===== config.mk =====
export PLATFORM = sky130hd
export DESIGN_NAME = spl_i2c_regs
export DESIGN_NICKNAME = d
export VERILOG_FILES = /design/src/spl_pkg.sv /design/src/spl_ctrl_decode.sv /design/src/spl_i2c_regs.sv /design/src/spl_sync.sv
export VERILOG_INCLUDE_DIRS = /design/src /design/src/src
export SDC_FILE = /design/constraint.sdc
export NUM_CORES = 1
export LEC_CHECK = 0
export BUFFER_PORTS_ARGS = -buffer_cell sky130_fd_sc_hd__buf_2
export CORE_UTILIZATION = 60
export DETAILED_ROUTE_END_ITERATION = 8
export HOLD_SLACK_MARGIN = 0.15
export PLACE_DENSITY_LB_ADDON = 0.2
export SETUP_SLACK_MARGIN = 0.02
export SYNTH_ARGS = -nofsm -noshare
export SYNTH_HDL_FRONTEND = slang
export SYNTH_HIERARCHICAL = 1
export SYNTH_SLANG_ARGS = --single-unit
export TNS_END_PERCENT = 20

===== constraint.sdc =====
create_clock -name i_sys_clk -period 7.45 [get_ports i_sys_clk]
set_clock_uncertainty 0.2 [all_clocks]
set_input_delay 0.745 -clock i_sys_clk [delete_from_list [all_inputs] [get_ports i_sys_clk]]
set_output_delay 0.745 -clock i_sys_clk [all_outputs]
set_load 0.01 [all_outputs]

===== src/spl_consts.svh =====
// constants of the splitter serial configuration register bank
// assumes inclusion by bare name from every file that needs them
`ifndef SPL_CONSTS_SVH
`define SPL_CONSTS_SVH

// device address: fixed prefix then four strap bits then read/write
`define SPL_ADDR_PREFIX 3'b101
`define SPL_BITS_PER_BYTE 4'h8
`define SPL_NUM_REGS 8
`define SPL_PTR_LIMIT 8'h08
`define SPL_READ_UNMAPPED 8'h00

// register offsets
`define SPL_OFF_GENERAL_CONFIG 3'h0
`define SPL_OFF_RECEIVER_SETTING 3'h1
`define SPL_OFF_RESERVED_TWO 3'h2
`define SPL_OFF_PORT_ONE_OUTPUT 3'h3
`define SPL_OFF_PORT_TWO_OUTPUT 3'h4
`define SPL_OFF_RESERVED_FIVE 3'h5
`define SPL_OFF_RESERVED_SIX 3'h6
`define SPL_OFF_RESERVED_SEVEN 3'h7

// power-up values
`define SPL_RST_GENERAL_CONFIG 8'hff
`define SPL_RST_RECEIVER_SETTING 8'h00
`define SPL_RST_RESERVED_TWO 8'h00
`define SPL_RST_PORT_ONE_OUTPUT 8'h00
`define SPL_RST_PORT_TWO_OUTPUT 8'h00
`define SPL_RST_RESERVED_FIVE 8'h00
`define SPL_RST_RESERVED_SIX 8'h0f
`define SPL_RST_RESERVED_SEVEN 8'h00

// general configuration fields
`define SPL_GC_NORMAL_BIT 7
`define SPL_GC_PORT1_EN_BIT 5
`define SPL_GC_PORT2_EN_BIT 4
// receiver setting fields
`define SPL_RS_TERM_OFF_BIT 7
`define SPL_RS_BIAS_VDD_BIT 6
`define SPL_RS_BIAS_CTL_BIT 5
`define SPL_RS_GAIN_MSB 4
`define SPL_RS_GAIN_LSB 2
`define SPL_RS_SQUELCH_OFF_BIT 1
// port output fields
`define SPL_PO_DBL_TERM_BIT 7
`define SPL_PO_EMPH_MSB 6
`define SPL_PO_EMPH_LSB 4
`define SPL_PO_SWING_MSB 3
`define SPL_PO_SWING_LSB 2
`define SPL_PO_SLEW_MSB 1
`define SPL_PO_SLEW_LSB 0
// pre-emphasis level code for any 1xx field value
`define SPL_EMPH_6DB 3'h4

// idle level of synchronised pins: clock and data high
`define SPL_PIN_IDLE 8'hc0

`endif


===== src/spl_pkg.sv =====
// types of the splitter serial configuration register bank
// assumes spl_consts.svh is not needed here: types only
package spl_pkg;

    typedef enum logic [8:0] {
        SPL_IDLE      = 9'h001,
        SPL_ADDR      = 9'h002,
        SPL_ADDR_ACK  = 9'h004,
        SPL_PTR       = 9'h008,
        SPL_PTR_ACK   = 9'h010,
        SPL_WDATA     = 9'h020,
        SPL_WDATA_ACK = 9'h040,
        SPL_RDATA     = 9'h080,
        SPL_RDATA_ACK = 9'h100
    } spl_fsm_t;

    typedef struct packed {
        logic scl;
        logic sda;
        logic [3:0] addr_strap;
        logic control_mode_select;
        logic clk_level_ok;
    } spl_pins_t;

    typedef struct packed {
        logic [7:0] meta;
        logic [7:0] stable;
    } spl_sync_state_t;

    typedef struct packed {
        logic drv_en;
        logic dbl_term;
        logic [2:0] emph_level;
        logic [1:0] swing;
        logic [1:0] slew_level;
    } spl_port_cfg_t;

    typedef struct packed {
        logic serial_ctl;
        logic equalizer_on;
        logic term_pd_connect;
        logic bias_ctl_en;
        logic bias_vdd;
        logic [2:0] equalizer_gain;
        logic squelch_on;
        logic squelched;
        spl_port_cfg_t port1;
        spl_port_cfg_t port2;
    } spl_ctl_t;

    typedef struct packed {
        spl_fsm_t fsm;
        logic [3:0] cnt;
        logic [7:0] shift;
        logic [7:0] ptr;
        logic rw;
        logic master_ack;
        logic scl_q;
        logic sda_q;
        logic sda_oe_n;
        logic sda_o;
        logic [7:0][7:0] regs;
    } spl_i2c_state_t;

endpackage


===== src/spl_ctrl_decode.sv =====
// turns register contents into registered analog control levels
// assumes synchronised mode and clock-level inputs on i_sys_clk
`timescale 1ns/1ps
`default_nettype none
`include "spl_consts.svh"

module spl_ctrl_decode (
    input wire logic i_sys_clk,
    input wire logic i_rst_n,
    input wire logic [7:0] i_general_config,
    input wire logic [7:0] i_receiver_setting,
    input wire logic [7:0] i_port_one_output,
    input wire logic [7:0] i_port_two_output,
    input wire logic i_serial_mode,
    input wire logic i_clk_level_ok,
    output spl_pkg::spl_ctl_t o_ctl
);

    spl_pkg::spl_ctl_t st_ff;
    spl_pkg::spl_ctl_t nxt_st;

    function automatic spl_pkg::spl_port_cfg_t port_cfg(input logic [7:0] b, input logic en);
        spl_pkg::spl_port_cfg_t p;
        logic [2:0] e;
        logic [1:0] s;
        e = b[`SPL_PO_EMPH_MSB:`SPL_PO_EMPH_LSB];
        s = b[`SPL_PO_SLEW_MSB:`SPL_PO_SLEW_LSB];
        p.drv_en = en;
        p.dbl_term = b[`SPL_PO_DBL_TERM_BIT];
        p.emph_level = e[2] ? `SPL_EMPH_6DB : e;
        p.swing = b[`SPL_PO_SWING_MSB:`SPL_PO_SWING_LSB];
        p.slew_level = (s == 2'h3) ? 2'h2 : {1'b0, |s};
        return p;
    endfunction

    always_comb begin
        logic [7:0] gc;
        logic [7:0] rs;
        logic [7:0] p1;
        logic [7:0] p2;
        logic normal;
        gc = i_serial_mode ? i_general_config : `SPL_RST_GENERAL_CONFIG;
        rs = i_serial_mode ? i_receiver_setting : `SPL_RST_RECEIVER_SETTING;
        p1 = i_serial_mode ? i_port_one_output : `SPL_RST_PORT_ONE_OUTPUT;
        p2 = i_serial_mode ? i_port_two_output : `SPL_RST_PORT_TWO_OUTPUT;
        normal = gc[`SPL_GC_NORMAL_BIT];
        nxt_st.serial_ctl = i_serial_mode;
        nxt_st.equalizer_on = normal;
        nxt_st.term_pd_connect = !rs[`SPL_RS_TERM_OFF_BIT];
        nxt_st.bias_ctl_en = rs[`SPL_RS_BIAS_CTL_BIT];
        nxt_st.bias_vdd = rs[`SPL_RS_BIAS_CTL_BIT] & rs[`SPL_RS_BIAS_VDD_BIT];
        nxt_st.equalizer_gain = rs[`SPL_RS_GAIN_MSB:`SPL_RS_GAIN_LSB];
        nxt_st.squelch_on = !rs[`SPL_RS_SQUELCH_OFF_BIT];
        nxt_st.squelched = !rs[`SPL_RS_SQUELCH_OFF_BIT] & !i_clk_level_ok;
        nxt_st.port1 = port_cfg(p1, normal & gc[`SPL_GC_PORT1_EN_BIT] & !nxt_st.squelched);
        nxt_st.port2 = port_cfg(p2, normal & gc[`SPL_GC_PORT2_EN_BIT] & !nxt_st.squelched);
    end

    always_ff @(posedge i_sys_clk) begin
        if (!i_rst_n) begin
            st_ff <= '0;
        end else begin
            st_ff <= nxt_st;
        end
    end

    assign o_ctl = st_ff;

endmodule
`default_nettype wire


===== src/spl_i2c_regs.sv =====
// serial-bus configuration register bank of a one-in two-out splitter
// assumes open-drain clock and data lines resolved outside; strap and mode pins static
//
// Functional notes
// - answer address 101 plus four strap bits; low bit one reads, zero writes
// - general config bit 7: one normal, zero standby powering down equalizer and drivers
// - general config bit 5 enables output port 1
// - general config bit 4 enables output port 2
// - receiver setting bit 7 one disconnects input termination pull-downs
// - receiver bit 6 picks bias ground or supply, only while bit 5 is one
// - receiver bits 4 to 2 select equalizer gain 2.5 to 20 dB
// - receiver bit 1 zero enables squelch, one disables it
// - offset 3 holds port 1 settings; bit 7 one means double termination
// - offset 4 holds port 2 settings, same layout, resets to zero
// - pre-emphasis bits 6 to 4: 0, 1.5, 2.5, 3.5 dB; top bit gives 6 dB
// - swing bits 3 to 2: nominal, minus ten, plus ten, plus twenty percent
// - slew bits 1 to 0: default, plus five twice, plus ten percent
// - squelch on and input clock level low disables both output ports
`timescale 1ns/1ps
`default_nettype none
`include "spl_consts.svh"

module spl_i2c_regs (
    input wire logic i_sys_clk,
    input wire logic i_rst_n,
    input wire logic i_scl,
    input wire logic i_sda,
    input wire logic [3:0] i_addr_strap,
    input wire logic i_control_mode_select,
    input wire logic i_clk_level_ok,
    output logic o_sda,
    output logic o_sda_oe_n,
    output spl_pkg::spl_ctl_t o_ctl
);

    spl_pkg::spl_pins_t pins_raw;
    spl_pkg::spl_pins_t pins;
    spl_pkg::spl_i2c_state_t st_ff;
    spl_pkg::spl_i2c_state_t nxt_st;
    logic scl_rise;
    logic scl_fall;
    logic start_seen;
    logic stop_seen;
    logic byte_done;
    logic addr_hit;
    logic ptr_ok;
    logic [7:0] rd_byte;

    assign pins_raw.scl = i_scl;
    assign pins_raw.sda = i_sda;
    assign pins_raw.addr_strap = i_addr_strap;
    assign pins_raw.control_mode_select = i_control_mode_select;
    assign pins_raw.clk_level_ok = i_clk_level_ok;

    spl_sync u_sync (
        .i_sys_clk(i_sys_clk),
        .i_rst_n(i_rst_n),
        .i_pins(pins_raw),
        .o_pins(pins)
    );

    assign scl_rise = pins.scl & !st_ff.scl_q;
    assign scl_fall = !pins.scl & st_ff.scl_q;
    assign start_seen = pins.scl & st_ff.scl_q & st_ff.sda_q & !pins.sda;
    assign stop_seen = pins.scl & st_ff.scl_q & !st_ff.sda_q & pins.sda;
    assign byte_done = (st_ff.cnt == `SPL_BITS_PER_BYTE);
    assign addr_hit = (st_ff.shift[7:5] == `SPL_ADDR_PREFIX) && (st_ff.shift[4:1] == pins.addr_strap);
    assign ptr_ok = (st_ff.ptr < `SPL_PTR_LIMIT);
    assign rd_byte = ptr_ok ? st_ff.regs[st_ff.ptr[2:0]] : `SPL_READ_UNMAPPED;

    always_comb begin
        nxt_st = st_ff;
        nxt_st.scl_q = pins.scl;
        nxt_st.sda_q = pins.sda;
        nxt_st.sda_o = 1'b0;
        if (start_seen) begin
            nxt_st.fsm = spl_pkg::SPL_ADDR;
            nxt_st.cnt = 4'h0;
            nxt_st.sda_oe_n = 1'b1;
        end else if (stop_seen) begin
            nxt_st.fsm = spl_pkg::SPL_IDLE;
            nxt_st.sda_oe_n = 1'b1;
        end else if (scl_rise) begin
            unique case (st_ff.fsm)
                spl_pkg::SPL_ADDR, spl_pkg::SPL_PTR, spl_pkg::SPL_WDATA: begin
                    nxt_st.shift = {st_ff.shift[6:0], pins.sda};
                    nxt_st.cnt = st_ff.cnt + 4'h1;
                end
                spl_pkg::SPL_RDATA: begin
                    nxt_st.cnt = st_ff.cnt + 4'h1;
                end
                spl_pkg::SPL_RDATA_ACK: begin
                    nxt_st.master_ack = !pins.sda;
                end
                spl_pkg::SPL_IDLE, spl_pkg::SPL_ADDR_ACK, spl_pkg::SPL_PTR_ACK,
                spl_pkg::SPL_WDATA_ACK: begin
                    nxt_st.cnt = st_ff.cnt;
                end
            endcase
        end else if (scl_fall) begin
            unique case (st_ff.fsm)
                spl_pkg::SPL_ADDR: begin
                    if (byte_done) begin
                        if (addr_hit) begin
                            nxt_st.fsm = spl_pkg::SPL_ADDR_ACK;
                            nxt_st.rw = st_ff.shift[0];
                            nxt_st.sda_oe_n = 1'b0;
                        end else begin
                            nxt_st.fsm = spl_pkg::SPL_IDLE;
                        end
                    end
                end
                spl_pkg::SPL_ADDR_ACK: begin
                    nxt_st.cnt = 4'h0;
                    if (st_ff.rw) begin
                        nxt_st.fsm = spl_pkg::SPL_RDATA;
                        nxt_st.shift = rd_byte;
                        nxt_st.sda_oe_n = rd_byte[7];
                    end else begin
                        nxt_st.fsm = spl_pkg::SPL_PTR;
                        nxt_st.sda_oe_n = 1'b1;
                    end
                end
                spl_pkg::SPL_PTR: begin
                    if (byte_done) begin
                        nxt_st.ptr = st_ff.shift;
                        nxt_st.fsm = spl_pkg::SPL_PTR_ACK;
                        nxt_st.sda_oe_n = 1'b0;
                    end
                end
                spl_pkg::SPL_PTR_ACK, spl_pkg::SPL_WDATA_ACK: begin
                    nxt_st.fsm = spl_pkg::SPL_WDATA;
                    nxt_st.cnt = 4'h0;
                    nxt_st.sda_oe_n = 1'b1;
                end
                spl_pkg::SPL_WDATA: begin
                    if (byte_done) begin
                        if (ptr_ok) begin
                            nxt_st.regs[st_ff.ptr[2:0]] = st_ff.shift;
                        end
                        nxt_st.ptr = st_ff.ptr + 8'h01;
                        nxt_st.fsm = spl_pkg::SPL_WDATA_ACK;
                        nxt_st.sda_oe_n = 1'b0;
                    end
                end
                spl_pkg::SPL_RDATA: begin
                    if (byte_done) begin
                        nxt_st.fsm = spl_pkg::SPL_RDATA_ACK;
                        nxt_st.ptr = st_ff.ptr + 8'h01;
                        nxt_st.sda_oe_n = 1'b1;
                    end else begin
                        nxt_st.shift = {st_ff.shift[6:0], 1'b0};
                        nxt_st.sda_oe_n = st_ff.shift[6];
                    end
                end
                spl_pkg::SPL_RDATA_ACK: begin
                    nxt_st.cnt = 4'h0;
                    if (st_ff.master_ack) begin
                        nxt_st.fsm = spl_pkg::SPL_RDATA;
                        nxt_st.shift = rd_byte;
                        nxt_st.sda_oe_n = rd_byte[7];
                    end else begin
                        nxt_st.fsm = spl_pkg::SPL_IDLE;
                    end
                end
                spl_pkg::SPL_IDLE: begin
                    nxt_st.sda_oe_n = 1'b1;
                end
            endcase
        end
    end

    always_ff @(posedge i_sys_clk) begin
        if (!i_rst_n) begin
            st_ff.fsm <= spl_pkg::SPL_IDLE;
            st_ff.cnt <= 4'h0;
            st_ff.shift <= 8'h00;
            st_ff.ptr <= 8'h00;
            st_ff.rw <= 1'b0;
            st_ff.master_ack <= 1'b0;
            st_ff.scl_q <= 1'b1;
            st_ff.sda_q <= 1'b1;
            st_ff.sda_oe_n <= 1'b1;
            st_ff.sda_o <= 1'b0;
            st_ff.regs[`SPL_OFF_GENERAL_CONFIG] <= `SPL_RST_GENERAL_CONFIG;
            st_ff.regs[`SPL_OFF_RECEIVER_SETTING] <= `SPL_RST_RECEIVER_SETTING;
            st_ff.regs[`SPL_OFF_RESERVED_TWO] <= `SPL_RST_RESERVED_TWO;
            st_ff.regs[`SPL_OFF_PORT_ONE_OUTPUT] <= `SPL_RST_PORT_ONE_OUTPUT;
            st_ff.regs[`SPL_OFF_PORT_TWO_OUTPUT] <= `SPL_RST_PORT_TWO_OUTPUT;
            st_ff.regs[`SPL_OFF_RESERVED_FIVE] <= `SPL_RST_RESERVED_FIVE;
            st_ff.regs[`SPL_OFF_RESERVED_SIX] <= `SPL_RST_RESERVED_SIX;
            st_ff.regs[`SPL_OFF_RESERVED_SEVEN] <= `SPL_RST_RESERVED_SEVEN;
        end else begin
            st_ff <= nxt_st;
        end
    end

    spl_ctrl_decode u_decode (
        .i_sys_clk(i_sys_clk),
        .i_rst_n(i_rst_n),
        .i_general_config(st_ff.regs[`SPL_OFF_GENERAL_CONFIG]),
        .i_receiver_setting(st_ff.regs[`SPL_OFF_RECEIVER_SETTING]),
        .i_port_one_output(st_ff.regs[`SPL_OFF_PORT_ONE_OUTPUT]),
        .i_port_two_output(st_ff.regs[`SPL_OFF_PORT_TWO_OUTPUT]),
        .i_serial_mode(pins.control_mode_select),
        .i_clk_level_ok(pins.clk_level_ok),
        .o_ctl(o_ctl)
    );

    assign o_sda = st_ff.sda_o;
    assign o_sda_oe_n = st_ff.sda_oe_n;

    logic [7:0] gc_r;
    logic [7:0] rs_r;
    logic [7:0] p1_r;
    logic [7:0] p2_r;
    logic mode_r;
    assign gc_r = st_ff.regs[`SPL_OFF_GENERAL_CONFIG];
    assign rs_r = st_ff.regs[`SPL_OFF_RECEIVER_SETTING];
    assign p1_r = st_ff.regs[`SPL_OFF_PORT_ONE_OUTPUT];
    assign p2_r = st_ff.regs[`SPL_OFF_PORT_TWO_OUTPUT];
    assign mode_r = pins.control_mode_select;
endmodule
`default_nettype wire


===== src/spl_sync.sv =====
// two-flop synchroniser for the pins of the register bank
// assumes all inputs are asynchronous to i_sys_clk
`timescale 1ns/1ps
`default_nettype none
`include "spl_consts.svh"

module spl_sync (
    input wire logic i_sys_clk,
    input wire logic i_rst_n,
    input wire spl_pkg::spl_pins_t i_pins,
    output spl_pkg::spl_pins_t o_pins
);

    spl_pkg::spl_sync_state_t st_ff;
    spl_pkg::spl_sync_state_t nxt_st;

    always_comb begin
        nxt_st.meta = i_pins;
        nxt_st.stable = st_ff.meta;
    end

    always_ff @(posedge i_sys_clk) begin
        if (!i_rst_n) begin
            st_ff.meta <= `SPL_PIN_IDLE;
            st_ff.stable <= `SPL_PIN_IDLE;
        end else begin
            st_ff <= nxt_st;
        end
    end

    assign o_pins = st_ff.stable;

endmodule
`default_nettype wire

Word-level counts from Yosys, hierarchy flattened
Index checks and enable logic that the tools add are counted.

storage, ports and cells
  register bits = 143
  input port bits = 10
  output and inout bits = 30

cells by class
  add/subtract/negate cells = 2
  order comparisons = 3
  eq/ne operators = 32
  multiplexer cells = 51
  bitwise operators = 18
  reductions and logical operators = 42

operators with widths
  kind                                                                    count
  8-bit 2-to-1 mux                                                        13
  64-bit bitwise mux                                                      1
  9-bit case mux with 7 select lines                                      1
  9-bit 2-to-1 mux                                                        5
  7-bit AND reduction                                                     5
  8-bit binary-select mux with 3-bit select                               1
  8-bit demux with 3-bit select                                           1
  8-bit case mux with 3 select lines                                      1
  23-bit 2-to-1 mux                                                       1
  22-bit 2-to-1 mux                                                       1
  4-bit inequality test (second input constant)                           4
  8-bit case mux with 2 select lines                                      1
  2-bit OR reduction                                                      8
  3-bit OR reduction                                                      5
  7-bit 2-to-1 mux                                                        2
  2-bit inequality test (second input constant)                           7
  1-bit AND                                                               13
  12-bit 2-to-1 mux                                                       1
  1-bit 2-to-1 mux                                                        11
  9-bit by 1-bit equality test with 1-bit output (second input constant)  1
  9-bit by 2-bit equality test with 1-bit output (second input constant)  1
  9-bit by 3-bit equality test with 1-bit output (second input constant)  1
  9-bit by 4-bit equality test with 1-bit output (second input constant)  1
  9-bit by 5-bit equality test with 1-bit output (second input constant)  1
  34 further kinds                                                        61

Longest topological paths before layout
Gate-level depths: netlist (run 1).

  depth after elaboration = 9
  gate-level depth with buffers = 9
  depth with buffers taken out = 8

Cells and area by module
The synthesis (run 1) kept the hierarchy.

modules (own cells, without submodules)
  module           instances  cells an instance  area an instance (um^2)  seq. area each (um^2)
  spl_i2c_regs     1          598                5112.4                   1961.9
  spl_ctrl_decode  1          66                 787.0                    560.5
  spl_sync         1          33                 442.9                    320.3

Least setup slack after synthesis (run 1)
No wires, ideal clock.

  path type = register to register
  start point = reg st_ff[94] (netlist name)
  end point = reg st_ff[82] (netlist name)
  library setup time = 0.117 ns
  arrival time = 2.067 ns
  required time = 7.133 ns
  setup slack = 5.066 ns
  stages on the path, launching flop included = 9
  period minus slack after synthesis = 2.384 ns
  cells stage by stage = dfxtp_1 clkbuf_1 nor4_4 nand2b_1 nor3_1 a32o_1 buf_4 mux2_2 a22o_1

on the way
  cells in the longest elaborated chain, start to end = 4
  elaborated cells between the ends (all ways) = 16
  those cells by class = 10 x eq/ne; 3 x mux; 3 x reduce/logical

RTL lines
  element                                                                                                 RTL line                                 source
  start: declaration                                                                                      spl_i2c_regs.sv:38                       spl_pkg::spl_i2c_state_t st_ff;
  start signal: assignment                                                                                spl_i2c_regs.sv:194                      st_ff <= nxt_st;
  9-bit by 6-bit equality test with 1-bit output, or another cell as far along                            spl_i2c_regs.sv:84                       unique case (st_ff.fsm)
  3-bit OR reduction / 8-bit case mux with 3 select lines (equally long branches)                         spl_i2c_regs.sv:84, spl_i2c_regs.sv:101
  2-bit by 1-bit inequality test with 1-bit output (no line) / 23-bit 2-to-1 mux (equally long branches)  --
  8-bit AND reduction (no line) / 12-bit 2-to-1 mux (equally long branches)                               --

Parallel ways exist; a longest one is shown, timed or not. The select of a mux whose other input is x is not followed.
A chain may end at the register's enable or synchronous reset.

Worst setup path in the final report (run 1)
  start point = reg st_ff[86] (netlist name)
  end point = reg st_ff, in the netlist rs_r[1]

on the way
  cells in the longest elaborated chain, start to end = 2

RTL lines
  element
  4-bit equality test (no line)
  7-bit AND reduction (no line)

Every way passes these cells.

==> flow_summary.yaml, run 1 <==
placed_design:
  port_buffers: 38
  gp_congestion: 0.9623
  dp_hpwl_um: 10280
clock_tree:
  cts_buffer_depth: 2
  clkLatencyLatePin_ns: 0.52
  cts.sink_count: 142
  cts_max_level: 4
  numCtsBuffers: 17
  post_cts_resized: 0
  cts.clk_slew.worst_paths_ns: 0.06
  post_cts.repair.setup_buffers: 0
  cts_hold_buf: 0
  cts_root_buf: "clkbuf_8"
  cts_tree: "built"
drt:
  drcViolationCount: 0
  wl_um: 15230
  firstDrtPassIters: 5
  drt_iter0_drc: 351
  viasPerCell: 5.995
  vias: 5132
  post_drt_wl_per_cell_um: 17.79
  ant_nets: 0
logic_synthesis:
  postSynthCellCount: 697
  syn_nets: 714
  dominantRegCellSynth: "dfxtp_1"
  ys_async_sr_fraction: 0
  ys_seq_area_frac: 0.4482
  avgSynthCellArea_um2: 9.099
  ys.warnings.count: 6
  netlist-cell-type-count: 67
  synth_area_um2: 6342
  ys_ff_latch: 142
  synth_edf_count: 0
floorplan:
  start_util: 0.6171
  fp.dieW_um: 104.8
  die_y_um: 104.8
  ios: 40
  fp.dieArea_um2: 10990
  core-area_um2: 10280
  core.rowCount: 37
cells_and_area:
  fillers: 825
  layout_commonest_cell: "dfxtp_1"
  drive_gt1_frac: 0.1528
  mostFrequentLayoutCells: "142 x dfxtp_1, 84 x nand2_1, 55 x o21ai_0, 49 x mux2i_1, 37 x buf_2"
  syn_to_final_growth_pct: 11.66
  fin_nets: 724
  n_antenna_cell: 0
  final_core_util: 0.6891
  seq_area_um2: 2843
  multi_input_area_um2: 3226
power:
  p_leak_nw: 2.703
  power-per-cell-area_nw_per_um2: 226.7
  peakVddDrop_mv: 0.2459
sta:
  finalHoldViolations: 0
  relSlewSlack: 0.3552
  finalSetupTns_ns: 0
  min_period_ns: 2.955
  finalMaxSlewViolations: 0
  tightest_slew_ns: 0.9608
  period_share: 0.3967
  rsz0062_at_grt: "no"
  max_freq_ghz: 0.3384
  setup-violations-final: 0
critical_path:
  crit_buf_inv: 1
  worst-setup-path-type: "reg2reg"
  cp_max_fo: 16
  critPathTopFamily: "simple AND/OR/NAND/NOR gates"
  crit_path_top_delay_cell: "nand4b_1"
  cpPeakStageDelay_ns: 0.66
  cp_cell_sequence: "inv_1, ha_1, nand3b_1, a211o_1, nor4_4, nand4b_1, nand3_1, o21ai_0"
  cp.required_ns: 7.61
  cp-start-kind: "register"
  crit_arrival_ns: 3.12
  endpoint_kind: "register"
run:
  maxCapViolCount: 0
global_routing:
  antenna_found_initial: 0
  grt_max_degree: 90
  grt_usage: 0.2865
  grt_overflow_total: 0
  grt_pass1_vias: 4805
  grt_pass1_wl_um: 24590
min_path:
  hold_path.class: "reg2reg"
run_status:
  outcome: "finished, final reports clean"
==> Yosys cell counts (all sizes together) (14+ instances only) <==
cell type	number	area, um^2
a21oi	30	150.1
and2	21	143.9
and3	21	131.4
buf	17	87.58
clkbuf	35	133.9
dfxtp	142	2843
inv	14	52.55
mux2i	49	490.5
nand2	86	327.8
nand3	32	165.2
nor2	33	123.9
nor3	18	101.4
o21ai	56	280.3
==> registers in the layout (all words and copies together) (netlist names) <==
signal          cells
u_decode/o_ctl     28
u_sync/o_pins       8
o_sda_oe_n          1
rs_r                8
gc_r                8
p1_r                8
st_ff              65
p2_r                8
u_sync/nxt_st       8
==> metal layers <==
| metal | global-route usage | routed length, um | vias to the layer above | part of all wire |
|---|---|---|---|---|
| met1 | 0.3849 | 6780 | 2449 | 0.45 |
| met3 | 0.06114 | 929 | 20 | 0.061 |
| met5 | 0 | 0 | - | 0 |
| met2 | 0.4636 | 7308 | 169 | 0.48 |
| met4 | 0.08652 | 210 | 0 | 0.014 |
| li1 | - | - | 2494 | - |
==> worst reg2reg max path, delay by kind of cell (launching register included) <==
family,cells,cell delay (ns)
buffers and inverters,1,0.07
AO/OA/AOI/OAI,2,0.50
AND/OR/NAND/NOR,4,1.53
adder cells (fa/ha/maj),1,0.15
flip-flops,1,0.35
==> final timing paths <==
| path | startpoint | end | slack [ns] | cells after the start |
|---|---|---|---|---|
| setup / recovery | st_ff[86] | rs_r[1] | 4.49 | 8 |
| hold / removal | u_sync/o_pins[0] | u_decode/o_ctl[18] | 0.21 | 1 |
| setup reg to reg | st_ff[86] | rs_r[1] | 4.49 | 8 |
| hold reg to reg | u_sync/o_pins[0] | u_decode/o_ctl[18] | 0.21 | 1 |
==> cell families after synthesis <==
kind of cell             share of synthesized area
AO/OA/AOI/OAI                               0.1351
XOR/XNOR                                   0.01381
flip-flops                                  0.4482
other                                    0.0005913
adder cells (fa/ha/maj)                    0.01381
buffers and inverters                      0.04320
multiplexers                                0.1182
AND/OR/NAND/NOR                             0.2271
==> area by class of cell <==
class	instances	share of cell area
inverter	14	0.007420
clock buffer	18	0.06042
clock inverter	14	0.01873
timing repair buffer	43	0.03251
multi-input combinational	489	0.4555
tap	136	0.02403
sequential	142	0.4014
==> where the power goes <==
group,total [mW],internal (mW),leakage [nW],switching (mW)
clock network,0.795,0.457,0.263,0.338
logic,0.0400,0.0139,1.29,0.0261
registers,0.771,0.766,1.15,0.00515
total,1.61,1.24,2.70,0.369
==> through the flow <==
stage / worst slack, ns / total power, mW / cells / hold WS, ns / area [um^2]
after floorplan: 5.066 / 0.8153 / 697 / 0.1846 / 6342
after global placement: 4.677 / 0.8269 / 824 / 0.1964 / 6521
after detailed placement: 4.562 / 0.8271 / 824 / 0.2017 / 6521
after CTS: 4.469 / 1.614 / 856 / 0.2028 / 7082
after global routing: 4.273 / 1.653 / 856 / 0.2122 / 7082
final: 4.495 / 1.606 / 856 / 0.2136 / 7082
(Power assumes the default switching activity.)
==> run 2: changes to the inputs <==
--- a/config.mk
+++ b/config.mk
@@ -7,7 +7,7 @@
 export NUM_CORES = 1
 export LEC_CHECK = 0
 export BUFFER_PORTS_ARGS = -buffer_cell sky130_fd_sc_hd__buf_2
-export CORE_UTILIZATION = 60
+export CORE_UTILIZATION = 54
 export DETAILED_ROUTE_END_ITERATION = 8
 export HOLD_SLACK_MARGIN = 0.15
 export PLACE_DENSITY_LB_ADDON = 0.2
==> constraint.sdc (replaced) <==
create_clock -name i_sys_clk -period 2.5 [get_ports i_sys_clk]
set_clock_uncertainty 0.2 [all_clocks]
set_input_delay 0.25 -clock i_sys_clk [delete_from_list [all_inputs] [get_ports i_sys_clk]]
set_output_delay 0.25 -clock i_sys_clk [all_outputs]
set_load 0.01 [all_outputs]
==> run 2 against run 1 <==
Against the previous run: power rose to 3.0 times the previous value; critical path depth rose by 1; combinational power rose to 4.1 times the previous value.
==> flow_summary.yaml, run 2 (synthesized netlist as in run 1, its figures left out) <==
floorplan:
  core.rowCount: 39
  start_util: 0.5554
  fp.dieArea_um2: 12180
  ios: 40
  fp.dieW_um: 110.4
  core-area_um2: 11420
  die_y_um: 110.4
drt:
  firstDrtPassIters: 5
  wl_um: 16670
  drt_iter0_drc: 511
  drcViolationCount: 0
  viasPerCell: 5.814
  ant_nets: 0
  post_drt_wl_per_cell_um: 17.98
  vias: 5390
sta:
  finalMaxSlewViolations: 0
  period_share: 0.9639
  max_freq_ghz: 0.4150
  rsz0062_at_grt: "yes"
  min_period_ns: 2.410
  whs_ns: 0.2019
  setup-violations-final: 0
  finalHoldViolations: 0
  relSlewSlack: 0.5671
  tightest_slew_ns: 0.6484
cells_and_area:
  layout_commonest_cell: "dfxtp_1"
  fin_nets: 789
  final_core_util: 0.6794
  mostFrequentLayoutCells: "136 x dfxtp_1, 83 x nand2_1, 55 x o21ai_0, 53 x buf_4, 49 x mux2i_1"
  drive_gt1_frac: 0.2296
  syn_to_final_growth_pct: 22.31
  n_antenna_cell: 0
  top_register: "st_ff"
  largest_reg_flops: 65
critical_path:
  r2r-end: "st_ff[57]"
  crit_top_cell: "nand2_1"
  cp_max_fo: 8
  cp.required_ns: 2.60
  critPathTopFamily: "simple AND/OR/NAND/NOR gates"
  r2r_slack_ns: 0.09
  crit_arrival_ns: 2.51
  worst-setup-path-type: "reg2reg"
  endpoint_kind: "register"
  r2r_start: "st_ff[87]"
  cpPeakStageDelay_ns: 0.34
  r2r.worst_path.cells: 9
  cp_cell_sequence: "inv_1, ha_1, nand3b_1, a211o_1, nor4_2, buf_4, nand2_1, nand2_1, a21boi_0"
  cp-start-kind: "register"
  crit_buf_inv: 2
  crit_path_top_delay_cell: "dfxtp_1"
global_routing:
  grt_overflow_total: 0
  grt_pass1_wl_um: 26280
  antenna_found_initial: 0
  grt_max_degree: 71
  grt_usage: 0.2890
  grt_pass1_vias: 5042
placed_design:
  dp_hpwl_um: 11390
  gp_congestion: 0.8859
  port_buffers: 38
clock_tree:
  numCtsBuffers: 17
  cts_max_level: 4
  clkLatencyLatePin_ns: 0.42
  cts_tree: "built"
  cts_buffer_depth: 2
  cts_root_buf: "clkbuf_16"
  cts.clk_slew.worst_paths_ns: 0.06
  cts.sink_count: 142
min_path:
  hold_path_depth: 1
  min_from: "u_sync/nxt_st[7]"
  hold_path_end: "u_sync/o_pins[7]"
  hold_path.class: "reg2reg"
power:
  total_power_mw: 4.843
  p_leak_nw: 3.059
  peakVddDrop_mv: 0.6764
  power-per-cell-area_nw_per_um2: 624.3
run:
  maxCapViolCount: 0
run_status:
  outcome: "finished, final reports clean"
## run 2: changes by cell type in the layout (fill, tap and decap cells not counted), moves of 3 or more
cell and delta:
buf_12 +5, dfxtp_1 -6, dfxtp_2 +5, buf_4 +47, dlygate4sd3_1 +11, inv_6 -3
## run 2: worst register-to-register path, stage by stage (launching register included)
cell and delay, ns:
dfxtp_1 0.34, inv_1 0.07, ha_1 0.15, nand3b_1 0.14, a211o_1 0.35, nor4_2 0.30, buf_4 0.19, nand2_1 0.28
nand2_1 0.18, a21boi_0 0.10
## run 2: how the worst max path moves through the flow
stage	to	depth (start not counted)	start	slack, ns
2_1_floorplan	st_ff[82]	8	st_ff[94]	0.12
3_3_place_gp	st_ff[84]	8	st_ff[87]	0.07
3_5_place_dp	gc_r[3]	9	st_ff[87]	-0.04
4_1_cts	st_ff[42]	9	st_ff[87]	0.01
5_1_grt	st_ff[95]	8	st_ff[90]	-0.02
6_report	st_ff[57]	9	st_ff[87]	0.09
## run 2: where the power goes
group / leakage (nW) / total, mW / switching (mW) / internal (mW)
registers: 1.15 / 2.30 / 0.0139 / 2.28
logic: 1.64 / 0.163 / 0.0912 / 0.0720
clock network: 0.267 / 2.38 / 0.949 / 1.44
## run 2: stage by stage
stage	TNS, ns	instances	area (um^2)	setup WS, ns
2_1_floorplan	0	697	6342	0.1162
3_3_place_gp	0	880	6948	0.07445
3_5_place_dp	-0.2198	880	6948	-0.04127
4_1_cts	0	922	7634	0.01289
5_1_grt	-0.02522	927	7757	-0.02417
6_report	0	927	7757	0.09031
## run 2: routing by layer
metal | GRT usage | wire (um) | vias to the layer above
met5 | 0 | 0 | -
met4 | 0.09305 | 275 | 0
met3 | 0.06114 | 990 | 31
met2 | 0.4397 | 7581 | 165
met1 | 0.4078 | 7823 | 2574
li1 | - | - | 2620
## run 2: what timing repair did
action,CTS,global route
gates cloned,0,0
endpoints found under the hold margin,26,0
gates resized for setup,3,21
setup endpoints to repair,21,68
pin swaps,1,4
hold buffers,11,0
buffers inserted,0,5
## run 2: area by class of cell
cell class / instances / area (um^2)
Multi-Input combinational cell: 489 / 3298
Sequential cell: 142 / 2853
Timing Repair Buffer: 108 / 815.8
Tap cell: 143 / 178.9
Clock inverter: 10 / 88.84
Inverter: 14 / 52.55
Clock buffer: 21 / 470.5
Fill cell: 920 / 3661
==> run 3: changes to the inputs <==
--- a/config.mk
+++ b/config.mk
@@ -6,7 +6,7 @@
 export SDC_FILE = /design/constraint.sdc
 export NUM_CORES = 1
 export LEC_CHECK = 0
-export BUFFER_PORTS_ARGS = -buffer_cell sky130_fd_sc_hd__buf_2
+export BUFFER_PORTS_ARGS = -buffer_cell sky130_fd_sc_hd__buf_4
 export CORE_UTILIZATION = 54
 export DETAILED_ROUTE_END_ITERATION = 8
 export HOLD_SLACK_MARGIN = 0.15
==> run 3 against run 2 <==
Against the previous run: fmax fell by 2.1%; cell count rose by 0.76%; setup slack got worse by 0.051 ns; die area did not move; largest cell class unchanged; first-iteration DRC count fell by 22%; design area rose by 2.5%; sequential power barely moved; count of clock-buffer cells in the layout fell by 2; clock power rose by 3%; wire length fell by 2.3%; highest routed layer unchanged.
==> flow_summary.yaml, run 3 (synthesized netlist as in run 1, its figures left out) <==
power:
  p_switching_mw: 1.047
  power_frac_clock: 0.496
  swShare: 0.2129
  p_leak_nw: 3.124
  combPwrFrac: 0.037
  power_frac_seq: 0.467
  power-per-cell-area_nw_per_um2: 618.3
  peakVddDrop_mv: 0.7048
  intPower_mw: 3.871
  total_power_mw: 4.917
sta:
  whs_ns: 0.2028
  finalSetupTns_ns: 0
  max_freq_ghz: 0.4063
  rsz0062_at_grt: "yes"
  tightest_slew_ns: 0.6136
  period_share: 0.9844
  relSlewSlack: 0.5904
  finalMaxSlewViolations: 0
  setup-violations-final: 0
  min_period_ns: 2.461
  finalHoldViolations: 0
  setup_ws_ns: 0.03899
critical_path:
  r2r_slack_ns: 0.04
  cp_max_fo: 8
  crit_end: "st_ff[43]"
  r2r_start: "st_ff[90]"
  r2r.worst_path.cells: 8
  endpoint_kind: "register"
  cp-start-kind: "register"
  worst-setup-path-type: "reg2reg"
  startpoint: "st_ff[90]"
  cp.required_ns: 2.65
  r2r-end: "st_ff[43]"
  crit_arrival_ns: 2.61
global_routing:
  grt_max_degree: 56
  grt_pass1_vias: 4991
  grt_overflow_total: 0
  grt_usage: 0.2802
  grt_pass1_wl_um: 25250
  antenna_found_initial: 0
run_status:
  outcome: "finished, final reports clean"
drt:
  vias: 5444
  wl_um: 16280
  viasPerCell: 5.829
  drt_iter0_drc: 401
  drcViolationCount: 0
  firstDrtPassIters: 5
  ant_nets: 0
  post_drt_wl_per_cell_um: 17.43
floorplan:
  die_y_um: 110.4
  core.rowCount: 39
  ios: 40
  fp.dieW_um: 110.4
  core-area_um2: 11420
  start_util: 0.5554
  fp.dieArea_um2: 12180
cells_and_area:
  syn_to_final_growth_pct: 25.39
  fillers: 891
  largest_reg_flops: 65
  multi_input_area_um2: 3316
  mostFrequentLayoutCells: "137 x dfxtp_1, 93 x buf_4, 83 x nand2_1, 55 x o21ai_0, 49 x mux2i_1"
  layout_commonest_cell: "dfxtp_1"
  top_register: "st_ff"
  drive_gt1_frac: 0.2339
  n_antenna_cell: 0
  fin_nets: 798
  seq_area_um2: 2851
placed_design:
  dp_slack_ns: -0.07162
  port_buffers: 38
  gp_congestion: 0.8744
  dp_hpwl_um: 11170
clock_tree:
  clkLatencyLatePin_ns: 0.42
  cts_buffer_depth: 2
  cts_root_buf: "clkbuf_16"
  cts_max_level: 4
  cts_tree: "built"
  numCtsBuffers: 17
  cts.sink_count: 142
  cts.clk_slew.worst_paths_ns: 0.06
min_path:
  hold_path.class: "reg2reg"
run:
  maxCapViolCount: 0
==> run 3: changes by cell type in the layout (fill, tap and decap cells not counted), moves of 3 or more <==
| cell | change |
|---|---|
| dlygate4sd3_1 | +4 |
| buf_4 | +40 |
| buf_2 | -37 |
| buf_6 | +3 |
==> run 3: layout make-up <==
type,count,share of cell area
sequential,142,0.3586
clock inverter,10,0.01463
tap,143,0.02250
timing repair buffer,117,0.1238
multi-input combinational,489,0.4169
inverter,14,0.006608
clock buffer,19,0.05695
==> run 3: repair_timing <==
item                                    CTS  global route
endpoints found under the setup margin   21            65
gates cloned                              0             0
pin swaps                                 1            10
gates resized for setup                   5            25
setup buffers                             0             7
endpoints found under the hold margin    30             0
hold buffers                             15             0
==> run 3: power groups by stage <==
stage                     combinational, mW  clock (mW)  sequential, mW
after floorplan                      0.0886           0            2.34
after global placement                0.147           0            2.34
after detailed placement              0.148           0            2.34
after CTS                             0.167        2.47            2.30
after global routing                  0.197        2.56            2.30
final                                 0.181        2.44            2.30
==> run 3: worst max-delay path: stages, from the launching register on <==
cell and delay [ns]:
dfxtp_4 0.37, buf_6 0.12, nor4_4 0.36, nand2_2 0.14
nor4_4 0.41, nand2_2 0.14, nor3b_2 0.23, buf_6 0.20
mux2i_1 0.21
==> run 3: stage by stage <==
step / util / cells / instance area [um^2]
floorplan: - / 697 / 6342
global placement: 0.6186 / 883 / 7063
detailed placement: 0.6186 / 883 / 7063
CTS: 0.6834 / 927 / 7804
global route: 0.6965 / 934 / 7953
finish: 0.6965 / 934 / 7953
==> run 3: worst min path at each step <==
stage,slack [ns],start,to,depth (start not counted)
3_3_place_gp,0.19,u_sync/nxt_st[6],u_sync/o_pins[6],1
5_1_grt,0.23,u_sync/nxt_st[6],u_sync/o_pins[6],1
2_1_floorplan,0.15,i_sda,u_sync/nxt_st[6],1
4_1_cts,0.20,u_sync/nxt_st[6],u_sync/o_pins[6],1
3_5_place_dp,0.19,u_sync/nxt_st[6],u_sync/o_pins[6],1
6_report,0.20,u_sync/nxt_st[6],u_sync/o_pins[6],1
==> run 3: per-layer routing <==
| layer | part of all wire | global-route usage | up-vias |
|---|---|---|---|
| met5 | 0 | 0 | - |
| met3 | 0.063 | 0.06878 | 30 |
| met4 | 0.018 | 0.1015 | 0 |
| met1 | 0.47 | 0.3903 | 2615 |
| li1 | - | - | 2637 |
| met2 | 0.45 | 0.4197 | 162 |
